## config.mk

```make
export PLATFORM = sky130hd
export DESIGN_NAME = pll_clock_switchover_phase_step
export DESIGN_NICKNAME = d
export VERILOG_FILES = /design/src/common/pll_ctrl_pkg.sv /design/src/design/pll_clock_switchover_phase_step.sv
export SDC_FILE = /design/constraint.sdc
export NUM_CORES = 1
export LEC_CHECK = 0
export ABC_CLOCK_PERIOD_IN_PS = 4000
export BUFFER_PORTS_ARGS = -buffer_cell sky130_fd_sc_hd__buf_2
export CAP_MARGIN = 40
export CORE_MARGIN = 2
export CORE_UTILIZATION = 59
export CTS_CLUSTER_SIZE = 16
export DETAILED_ROUTE_END_ITERATION = 10
export GPL_TIMING_DRIVEN = 0
export MAX_ROUTING_LAYER = met4
export PLACE_DENSITY_LB_ADDON = 0.08
export SLEW_MARGIN = 20
export SYNTH_ARGS = -nofsm -noshare
export SYNTH_HDL_FRONTEND = slang
export SYNTH_SLANG_ARGS = --single-unit
```

## constraint.sdc

```tcl
create_clock -name core_clk_in -period 4 [get_ports core_clk_in]
set_clock_uncertainty 0.2 [all_clocks]
set_input_delay 0.2 -clock core_clk_in [delete_from_list [all_inputs] [get_ports core_clk_in]]
set_output_delay 0.2 -clock core_clk_in [all_outputs]
set_load 0.05 [all_outputs]
```

## src/common/pll_ctrl_pkg.sv

```systemverilog
// Purpose: shared constants and types for the pll reference switchover and phase step block
// Assumes: ahb-lite register slave, 32-bit words, one core clock
// Notes:   register map and most field positions live here; status bit packing and the phase word tap position sit in the design
package pll_ctrl_pkg;

	// ---------------------------------------------------------------
	// register map
	// ---------------------------------------------------------------
	localparam logic [7:0] ctrl_off       = 8'h00;
	localparam logic [7:0] status_off     = 8'h04;
	localparam logic [7:0] irq_status_off = 8'h08;
	localparam logic [7:0] irq_mask_off   = 8'h0C;
	localparam logic [7:0] phase0_off     = 8'h10;
	localparam logic [7:0] phase1_off     = 8'h14;

	// ---------------------------------------------------------------
	// fields and reset values
	// ---------------------------------------------------------------
	localparam int          ctrl_auto_bit   = 0;
	localparam int          ctrl_swreq_bit  = 1;
	localparam logic [1:0]  ctrl_reset      = 2'h1;
	localparam int          irq_lost0_bit   = 0;
	localparam int          irq_lost1_bit   = 1;
	localparam int          irq_switch_bit  = 2;
	localparam int          irq_phase_bit   = 3;
	localparam int          irq_width       = 4;
	localparam logic [3:0]  irq_mask_reset  = 4'h0;
	localparam int          coarse_lsb      = 8;
	localparam logic [7:0]  coarse_reset    = 8'h01;

	// ---------------------------------------------------------------
	// timing and tap geometry
	// ---------------------------------------------------------------
	localparam int          cnt_width       = 16;
	localparam logic [15:0] period_init     = 16'h0100;
	localparam logic [15:0] cnt_max         = 16'hFFFF;
	localparam int          lost_periods    = 2;
	localparam int          tap_count       = 8;
	localparam int          tap_width       = 3;
	localparam logic [2:0]  tap_last        = 3'h7;
	localparam int          num_outputs     = 2;

	typedef enum logic [1:0] {
		sw_idle = 2'b00,
		sw_gate = 2'b01,
		sw_swap = 2'b10
	} sw_state_t;

	typedef struct packed {
		logic [7:0]           coarse;
		logic [tap_width-1:0] tap;
	} phase_t;

	typedef struct packed {
		logic       valid;
		logic       write;
		logic [7:0] addr;
	} ahb_req_t;

endpackage : pll_ctrl_pkg

```

## src/design/pll_clock_switchover_phase_step.sv

```systemverilog
// Purpose: reference clock switchover and dynamic phase stepping control for a pll
// Assumes: reference and phase-step clocks are pins, sampled by core_clk_in, far slower than it
// Notes:   zero wait state ahb-lite slave; one level interrupt output
//
// How it works
// a reference with no edge for two of its measured periods raises its lost flag.
// when the selected primary stops toggling and auto mode is on, the state machine moves the select to the secondary.
// a rising transition of the manual switch request starts the switchover sequence.
// user logic holds the switch request high for at least three of the longer reference periods.
// in a switchover the counter reference gate closes on a falling edge of the selected reference.
// on the next falling edge of the other reference the multiplexer changes over.
// the active reference indicator follows the multiplexer at that change.
// each step waits on the falling edge of whichever reference still toggles, so a dead input never stalls it.
// the manual request still works as an override while auto switchover is enabled.
// each phase step completes within one phase-step clock cycle.
// phase steps move among the oscillator taps, carry into the coarse count at a tap wrap, and may be repeated without limit.
// there are eight taps, and an output on tap n lags by n fine steps.
// coarse shifts in whole oscillator periods come from the counter start value and add to the fine tap.
// the secondary has its own lost flag and the machine can return to the primary once it toggles again.
//
// The placing of the registers and the AHB-Lite slave port were decided locally.
`timescale 1ns/10ps
module pll_clock_switchover_phase_step (
	input  wire logic                     core_clk_in,
	input  wire logic                     rst_in,
	input  wire logic                     primary_ref_clock_in,
	input  wire logic                     secondary_ref_clock_in,
	input  wire logic                     switch_request_in,
	input  wire logic                     phase_step_clock_in,
	input  wire logic                     phase_step_in,
	input  wire logic                     phase_up_in,
	input  wire logic                     phase_output_sel_in,
	input  wire logic                     hsel_in,
	input  wire logic [31:0]              haddr_in,
	input  wire logic [1:0]               htrans_in,
	input  wire logic                     hwrite_in,
	input  wire logic [2:0]               hsize_in,
	input  wire logic [31:0]              hwdata_in,
	input  wire logic                     hready_in,
	output logic      [31:0]              hrdata_out,
	output logic                          hreadyout_out,
	output logic                          hresp_out,
	output logic                          ref_select_out,
	output logic                          ref_gate_out,
	output logic                          active_ref_out,
	output logic                          primary_clock_lost_out,
	output logic                          secondary_clock_lost_out,
	output logic                          phase_done_out,
	output pll_ctrl_pkg::phase_t          phase0_out,
	output pll_ctrl_pkg::phase_t          phase1_out,
	output logic                          irq_out
);
	import pll_ctrl_pkg::*;

	// ---------------------------------------------------------------
	// pin synchronisers and edge detection
	// ---------------------------------------------------------------
	logic [2:0] sync_a;
	logic [2:0] sync_b;
	logic [2:0] sync_prev;
	logic [1:0] ref_fall;
	logic [1:0] ref_rise;
	logic       scan_rise;

	always_ff @(posedge core_clk_in) begin
		if (rst_in) begin
			sync_a    <= 3'h0;
			sync_b    <= 3'h0;
			sync_prev <= 3'h0;
		end else begin
			sync_a    <= {phase_step_clock_in, secondary_ref_clock_in, primary_ref_clock_in};
			sync_b    <= sync_a;
			sync_prev <= sync_b;
		end
	end

	assign ref_fall  = sync_prev[1:0] & ~sync_b[1:0];
	assign ref_rise  = ~sync_prev[1:0] & sync_b[1:0];
	assign scan_rise = ~sync_prev[2] & sync_b[2];

	// ---------------------------------------------------------------
	// clock sense: period measure and loss detection
	// ---------------------------------------------------------------
	logic [cnt_width-1:0] idle_cnt [2];
	logic [cnt_width-1:0] period   [2];
	logic [1:0]           lost;
	logic [cnt_width-1:0] next_idle_cnt [2];
	logic [cnt_width-1:0] next_period   [2];
	logic [1:0]           next_lost;

	function automatic logic [cnt_width:0] lost_limit(input logic [cnt_width-1:0] p);
		lost_limit = (cnt_width+1)'(p) * (cnt_width+1)'(lost_periods);
	endfunction : lost_limit

	always_comb begin
		for (int i = 0; i < 2; i++) begin
			next_idle_cnt[i] = (idle_cnt[i] == cnt_max) ? idle_cnt[i] : idle_cnt[i] + 16'h0001;
			next_period[i]   = period[i];
			next_lost[i]     = lost[i];
			if (ref_rise[i]) begin
				next_idle_cnt[i] = 16'h0000;
				next_period[i]   = idle_cnt[i] + 16'h0001;
				next_lost[i]     = 1'b0;
			end else if ({1'b0, idle_cnt[i]} > lost_limit(period[i])) begin
				next_lost[i]     = 1'b1;
			end
		end
	end

	always_ff @(posedge core_clk_in) begin
		if (rst_in) begin
			for (int i = 0; i < 2; i++) begin
				idle_cnt[i] <= 16'h0000;
				period[i]   <= period_init;
			end
			lost <= 2'h0;
		end else begin
			idle_cnt <= next_idle_cnt;
			period   <= next_period;
			lost     <= next_lost;
		end
	end

	assign primary_clock_lost_out   = lost[0];
	assign secondary_clock_lost_out = lost[1];

	// ---------------------------------------------------------------
	// switchover state machine
	// ---------------------------------------------------------------
	sw_state_t state;
	sw_state_t next_state;
	logic      sel;
	logic      gate;
	logic      req_prev;
	logic      next_sel;
	logic      next_gate;
	logic      manual_rise;
	logic      auto_start;
	logic      gate_edge;
	logic      swap_edge;
	logic      switch_done;
	logic [1:0] ctrl;

	// the soft request bit is ored in so software can also override
	assign manual_rise = (switch_request_in | ctrl[ctrl_swreq_bit]) & ~req_prev;
	assign auto_start  = ctrl[ctrl_auto_bit] & lost[sel] & ~lost[~sel];
	// a dead reference would never give an edge, so follow the live one
	assign gate_edge   = lost[sel] ? ref_fall[~sel] : ref_fall[sel];
	assign swap_edge   = lost[~sel] ? ref_fall[sel] : ref_fall[~sel];

	always_comb begin
		next_state  = state;
		next_sel    = sel;
		next_gate   = gate;
		switch_done = 1'b0;
		case (state)
			sw_idle: begin
				if (manual_rise || auto_start) begin
					next_state = sw_gate;
				end
			end
			sw_gate: begin
				if (gate_edge) begin
					next_gate  = 1'b0;
					next_state = sw_swap;
				end
			end
			sw_swap: begin
				if (swap_edge) begin
					next_sel    = ~sel;
					next_gate   = 1'b1;
					switch_done = 1'b1;
					next_state  = sw_idle;
				end
			end
			default: begin
				next_state = sw_idle;
				next_gate  = 1'b1;
			end
		endcase
	end

	always_ff @(posedge core_clk_in) begin
		if (rst_in) begin
			state    <= sw_idle;
			sel      <= 1'b0;
			gate     <= 1'b1;
			req_prev <= 1'b0;
		end else begin
			state    <= next_state;
			sel      <= next_sel;
			gate     <= next_gate;
			req_prev <= switch_request_in | ctrl[ctrl_swreq_bit];
		end
	end

	assign ref_select_out = sel;
	assign ref_gate_out   = gate;
	assign active_ref_out = sel;

	// ---------------------------------------------------------------
	// dynamic phase stepping
	// ---------------------------------------------------------------
	phase_t phase      [num_outputs];
	phase_t next_phase [num_outputs];
	logic   step_now;
	logic   done;
	logic   coarse_wr  [num_outputs];
	logic [7:0] coarse_wdata;

	function automatic phase_t step_tap(input phase_t p, input logic up);
		step_tap = p;
		if (up) begin
			step_tap.tap = p.tap + 3'h1;
			if (p.tap == tap_last) step_tap.coarse = p.coarse + 8'h01;
		end else begin
			step_tap.tap = p.tap - 3'h1;
			if (p.tap == 3'h0) step_tap.coarse = p.coarse - 8'h01;
		end
	endfunction : step_tap

	assign step_now = scan_rise & phase_step_in;

	always_comb begin
		for (int i = 0; i < num_outputs; i++) begin
			next_phase[i] = phase[i];
			if (coarse_wr[i]) begin
				next_phase[i].coarse = coarse_wdata;
			end else if (step_now && (int'(phase_output_sel_in) == i)) begin
				next_phase[i] = step_tap(phase[i], phase_up_in);
			end
		end
	end

	always_ff @(posedge core_clk_in) begin
		if (rst_in) begin
			for (int i = 0; i < num_outputs; i++) begin
				phase[i] <= '{coarse: coarse_reset, tap: 3'h0};
			end
			done <= 1'b0;
		end else begin
			phase <= next_phase;
			done  <= step_now;
		end
	end

	assign phase_done_out = done;
	assign phase0_out     = phase[0];
	assign phase1_out     = phase[1];

	// ---------------------------------------------------------------
	// ahb-lite slave and interrupts
	// ---------------------------------------------------------------
	ahb_req_t              req;
	ahb_req_t              next_req;
	logic [1:0]            next_ctrl;
	logic [irq_width-1:0]  irq_status;
	logic [irq_width-1:0]  irq_mask;
	logic [irq_width-1:0]  next_irq_status;
	logic [irq_width-1:0]  next_irq_mask;
	logic [irq_width-1:0]  irq_events;
	logic [1:0]            lost_rise;
	logic [31:0]           rdata;
	logic [31:0]           next_rdata;

	function automatic logic [31:0] phase_word(input phase_t p);
		phase_word = {16'h0000, p.coarse, 5'h00, p.tap};
	endfunction : phase_word

	assign lost_rise  = next_lost & ~lost;
	assign irq_events = {done, switch_done, lost_rise[1], lost_rise[0]};
	assign coarse_wdata = hwdata_in[coarse_lsb +: 8];

	always_comb begin
		next_req        = '{valid: hsel_in & hready_in & htrans_in[1], write: hwrite_in, addr: haddr_in[7:0]};
		next_ctrl       = ctrl;
		next_irq_mask   = irq_mask;
		next_irq_status = irq_status;
		next_rdata      = 32'h0000_0000;
		coarse_wr[0]    = 1'b0;
		coarse_wr[1]    = 1'b0;
		// the soft request is self clearing so one write gives one edge
		next_ctrl[ctrl_swreq_bit] = 1'b0;
		if (req.valid && req.write) begin
			case (req.addr)
				ctrl_off:     next_ctrl     = hwdata_in[1:0];
				irq_mask_off: next_irq_mask = hwdata_in[irq_width-1:0];
				phase0_off:   coarse_wr[0]  = 1'b1;
				phase1_off:   coarse_wr[1]  = 1'b1;
				default:      next_ctrl     = next_ctrl;
			endcase
		end
		if (next_req.valid && !next_req.write) begin
			case (next_req.addr)
				ctrl_off:       next_rdata = {30'h0, ctrl};
				status_off:     next_rdata = {26'h0, state, lost, gate, sel};
				irq_status_off: next_rdata = {28'h0, irq_status};
				irq_mask_off:   next_rdata = {28'h0, irq_mask};
				phase0_off:     next_rdata = phase_word(phase[0]);
				phase1_off:     next_rdata = phase_word(phase[1]);
				default:        next_rdata = 32'h0000_0000;
			endcase
			if (next_req.addr == irq_status_off) next_irq_status = '0;
		end
		// a new event in the clearing cycle survives
		next_irq_status = next_irq_status | irq_events;
	end

	always_ff @(posedge core_clk_in) begin
		if (rst_in) begin
			req        <= '{valid: 1'b0, write: 1'b0, addr: 8'h00};
			ctrl       <= ctrl_reset;
			irq_status <= '0;
			irq_mask   <= irq_mask_reset;
			rdata      <= 32'h0000_0000;
		end else begin
			req        <= next_req;
			ctrl       <= next_ctrl;
			irq_status <= next_irq_status;
			irq_mask   <= next_irq_mask;
			rdata      <= next_rdata;
		end
	end

	assign hrdata_out    = rdata;
	assign hreadyout_out = 1'b1;
	assign hresp_out     = 1'b0;
	assign irq_out       = |(irq_status & irq_mask);
endmodule : pll_clock_switchover_phase_step

```

==> flow_summary_export.csv <==
group,metric,value,unit
worst_hold_path,min_path_type,"input pin to register",
sta,fin_setup_tns,0,ps
global_route,grt_max_degree,17,
sta,hold_violations,0,
sta,slew_headroom,55.3,%
detailed_routing,vias,5832,
clock_tree,cts_sinks,137,
detailed_routing,route.detailed.drc,0,
synth,yosysUniqueCellTypes,52,
floorplanning,fp.dieW,111,um
synth,synth_flop_cell,"dfxtp_1",
power,power.total,3.12,mW
sta,setup_viol,0,
floorplanning,rows,39,
sta,drv_slew,0,
synth,async_reset_ff_share,0,%
clock_tree,cts_max_path_buffers,2,
worst_setup_path,end_kind,"register",
worst_setup_path,path_class,"input pin to register",
clock_tree,cts_root_buffer,"clkbuf_16",
clock_tree,htree_num_levels,4,
synth,syn-cell-area,0.00682,mm^2
detailed_routing,wirelength,15.9,mm
sta,post-route-period-util,60.3,%
finish,antenna_cells,0,
detailed_routing,first_pass_iters,5,
outcome,status,"complete, no violations",
worst_setup_path,cp_max_fo,15,
synth,synth_edf_count,0,
floorplanning,die_y,111,um
synth,synthCells,767,
clock_tree,tritoncts,"yes",
floorplanning,core,0.0113,mm^2
sta,fmax,414,MHz
detailed_routing,ant_nets,0,
place,io_buffers,72,
global_route,grt_overflow,0,
synth,synth-seq-cells,137,
clock_tree,clk_pin_slew,50,ps
worst_setup_path,crit_required,4090,ps
synth,ys_seq_area_share,40.2,%
sta,post-route-min-period,2410,ps
synth,synth_top_area_cell,"dfxtp_1",
detailed_routing,dr.first_iter.drc_count,343,
place,gp_congestion,0.898,
finish,areaGrowthSynthToFinish,20.7,%
detailed_routing,routed_via_density,5.52,
synth,synth.avg_cell_area,8.89,um^2
floorplanning,ios,144,
global_route,track_usage,27.0,%
synth,post-synth-top-area-fraction,40.2,%
worst_setup_path,arrival,2500,ps
sta,rsz0062_at_grt,"false",
global_route,grt_pass1_vias,5739,
clock_tree,clkLatencyLatePin,420,ps
place,place_ws,1150,ps
global_route,grt_first_pass_wirelength,26.5,mm
finish,num-fill-cells,866,
synth,yosys_warnings,0,
floorplanning,die-area,0.0124,mm^2
synth,yosys-top-cells-area,"dfxtp_1 40%, ha_1 8.1%, nor2_1 3.8%",
power,vdd_drop_max,0.000278,V
detailed_routing,wl_per_cell,15.1,um
worst_setup_path,start_kind,"input pin",
sta,worst_pin_slew,669,ps
power,power.density,379,mW/mm^2
global_route,antenna_found_initial,0,
floorplanning,initial_core_util,60.2,%
finish,nets,1033,
power,p_leak,3.48,nW
finish,seqCellArea,0.00274,mm^2
finish,multiInputGateArea,0.00367,mm^2
place,hpwl,11.5,mm
clock_tree,numCtsBuffers,17,
finish,drive_gt1_share,14.7,%
job,maxCapViolCount,0,
sta,setup_ws,1590,ps
==> layer usage <==
| layer | part of all wire [%] | vias to the layer above | GRT usage, % |
|---|---|---|---|
| li1 | - | 2908 | - |
| met5 | 0 | - | - |
| met4 | 2.6 | 0 | 11.9 |
| met1 | 42 | 2739 | 30.9 |
| met2 | 50 | 148 | 45.2 |
| met3 | 5.0 | 37 | 6.37 |
==> cell families (layout without fill, tap and decap cells) <==
kind of cell,Yosys count,after routing,synth area share (%)
xor gates and xnor gates,49,49,6.30
adders and majority gates,48,48,9.25
muxes,24,24,3.75
other,2,20,0.110
buffers and inverters,101,229,6.88
AOI/OAI and AO/OA,168,168,15.4
and+or+nand+nor,238,238,18.1
DFF,137,137,40.2
==> worst max-delay path: stages <==
cell and delay (ps):
buf_2 140, buf_2 200, inv_1 520, ha_1 340
a21oi_1 220, o22ai_1 150, o22ai_1 240, mux2i_1 240
xnor2_1 150, a211oi_2 90
==> cell usage after synthesis, types with 3 or more instances <==
cell type / instances
o21a_1: 8
nor3_1: 7
mux2i_1: 21
o21ai_0: 26
nand2_1: 42
buf_4: 22
o22ai_1: 29
ha_1: 44
dfxtp_1: 137
a211oi_1: 12
buf_2: 6
clkbuf_1: 22
nor2_1: 69
o31ai_1: 3
nand2b_1: 10
a22oi_1: 16
xnor2_1: 26
and2_1: 5
or4_1: 4
nand3_1: 22
and4_1: 4
xor2_1: 23
inv_1: 50
nor2b_1: 31
a21oi_1: 50
a31oi_1: 4
a21o_1: 11
nand4_1: 13
nand4b_1: 3
fa_1: 4
nand3b_1: 6
and3_1: 9
==> worst paths after layout <==
| check | end | depth (start not counted) | startpoint | slack (ps) |
|---|---|---|---|---|
| worst min-delay path | req[9] | 2 | rst_in | 30 |
| worst min register to register | sync_b[0] | 1 | sync_a[0] | 240 |
| worst max register to register | idle_cnt[11] | 8 | idle_cnt[0] | 1690 |
| worst max-delay path | phase0_out[10] | 10 | phase_up_in | 1590 |
==> state kept, by name, summed over array words and instances (netlist names) <==
register and count:
active_ref_out 1, irq_mask 4, ref_gate_out 1, sync_prev 3, irq_status 4, sync_a 3
lost 2, ctrl 2, period 32, state 2, phase1_out 11, sync_b 3
hrdata_out 14, req_prev 1, idle_cnt 32, phase_done_out 1, req 10, phase0_out 11
==> report_power, final <==
| group | switching [mW] | leakage, nW | internal, mW |
|---|---|---|---|
| Sequential | 0.0236 | 1.11 | 1.39 |
| Clock | 0.533 | 0.262 | 0.885 |
| Combinational | 0.173 | 2.10 | 0.112 |
| Total | 0.730 | 3.48 | 2.39 |
==> cell usage in the layout, fill, tap and decap left out, types with 3 or more instances in the layout <==
cell type and count:
a211oi_1 12, a21o_1 11, a21oi_1 50, a22oi_1 16, a31oi_1 4, and2_1 5, and3_1 9, and4_1 4
buf_2 79, buf_4 22, clkbuf_1 26, clkbuf_16 17, clkbuf_8 3, clkinv_2 3, conb_1 20, dfxtp_1 137
dlygate4sd3_1 27, fa_1 4, ha_1 44, inv_1 50, mux2i_1 21, nand2_1 42, nand2b_1 10, nand3_1 22
nand3b_1 6, nand4_1 13, nand4b_1 3, nor2_1 69, nor2b_1 31, nor3_1 7, o21a_1 8, o21ai_0 26
o22ai_1 29, o31ai_1 3, or4_1 4, xnor2_1 26, xor2_1 23
==> per-stage QoR <==
| step | util, % | cells | hold WS, ps | area (um^2) |
|---|---|---|---|---|
| finish | 72.6 | 1056 | 30.4 | 8220 |
| global route | 72.6 | 1056 | 61.0 | 8220 |
| CTS | 72.6 | 1056 | 26.8 | 8220 |
| detailed placement | 65.6 | 1001 | 220 | 7430 |
| global placement | 65.6 | 1000 | 211 | 7420 |
| floorplan | - | 785 | 118 | 6880 |
==> cell type report <==
cell class | count | share of cell area (%)
multi-input cells | 547 | 44.6
inverters | 50 | 2.28
clock inverters | 4 | 0.548
repair buffers | 100 | 7.73
well taps | 143 | 2.18
flip-flops and latches | 137 | 33.3
clock buffers | 24 | 5.86
plain buffers | 51 | 3.42
==> repair_timing <==
action | 4_1_cts | 5_1_grt
hold buffers | 27 | 0
hold endpoints to repair | 38 | 0
buffers inserted | 0 | 0
gates resized for setup | 0 | 0
Note: power is estimated with default switching activity, not from simulation.
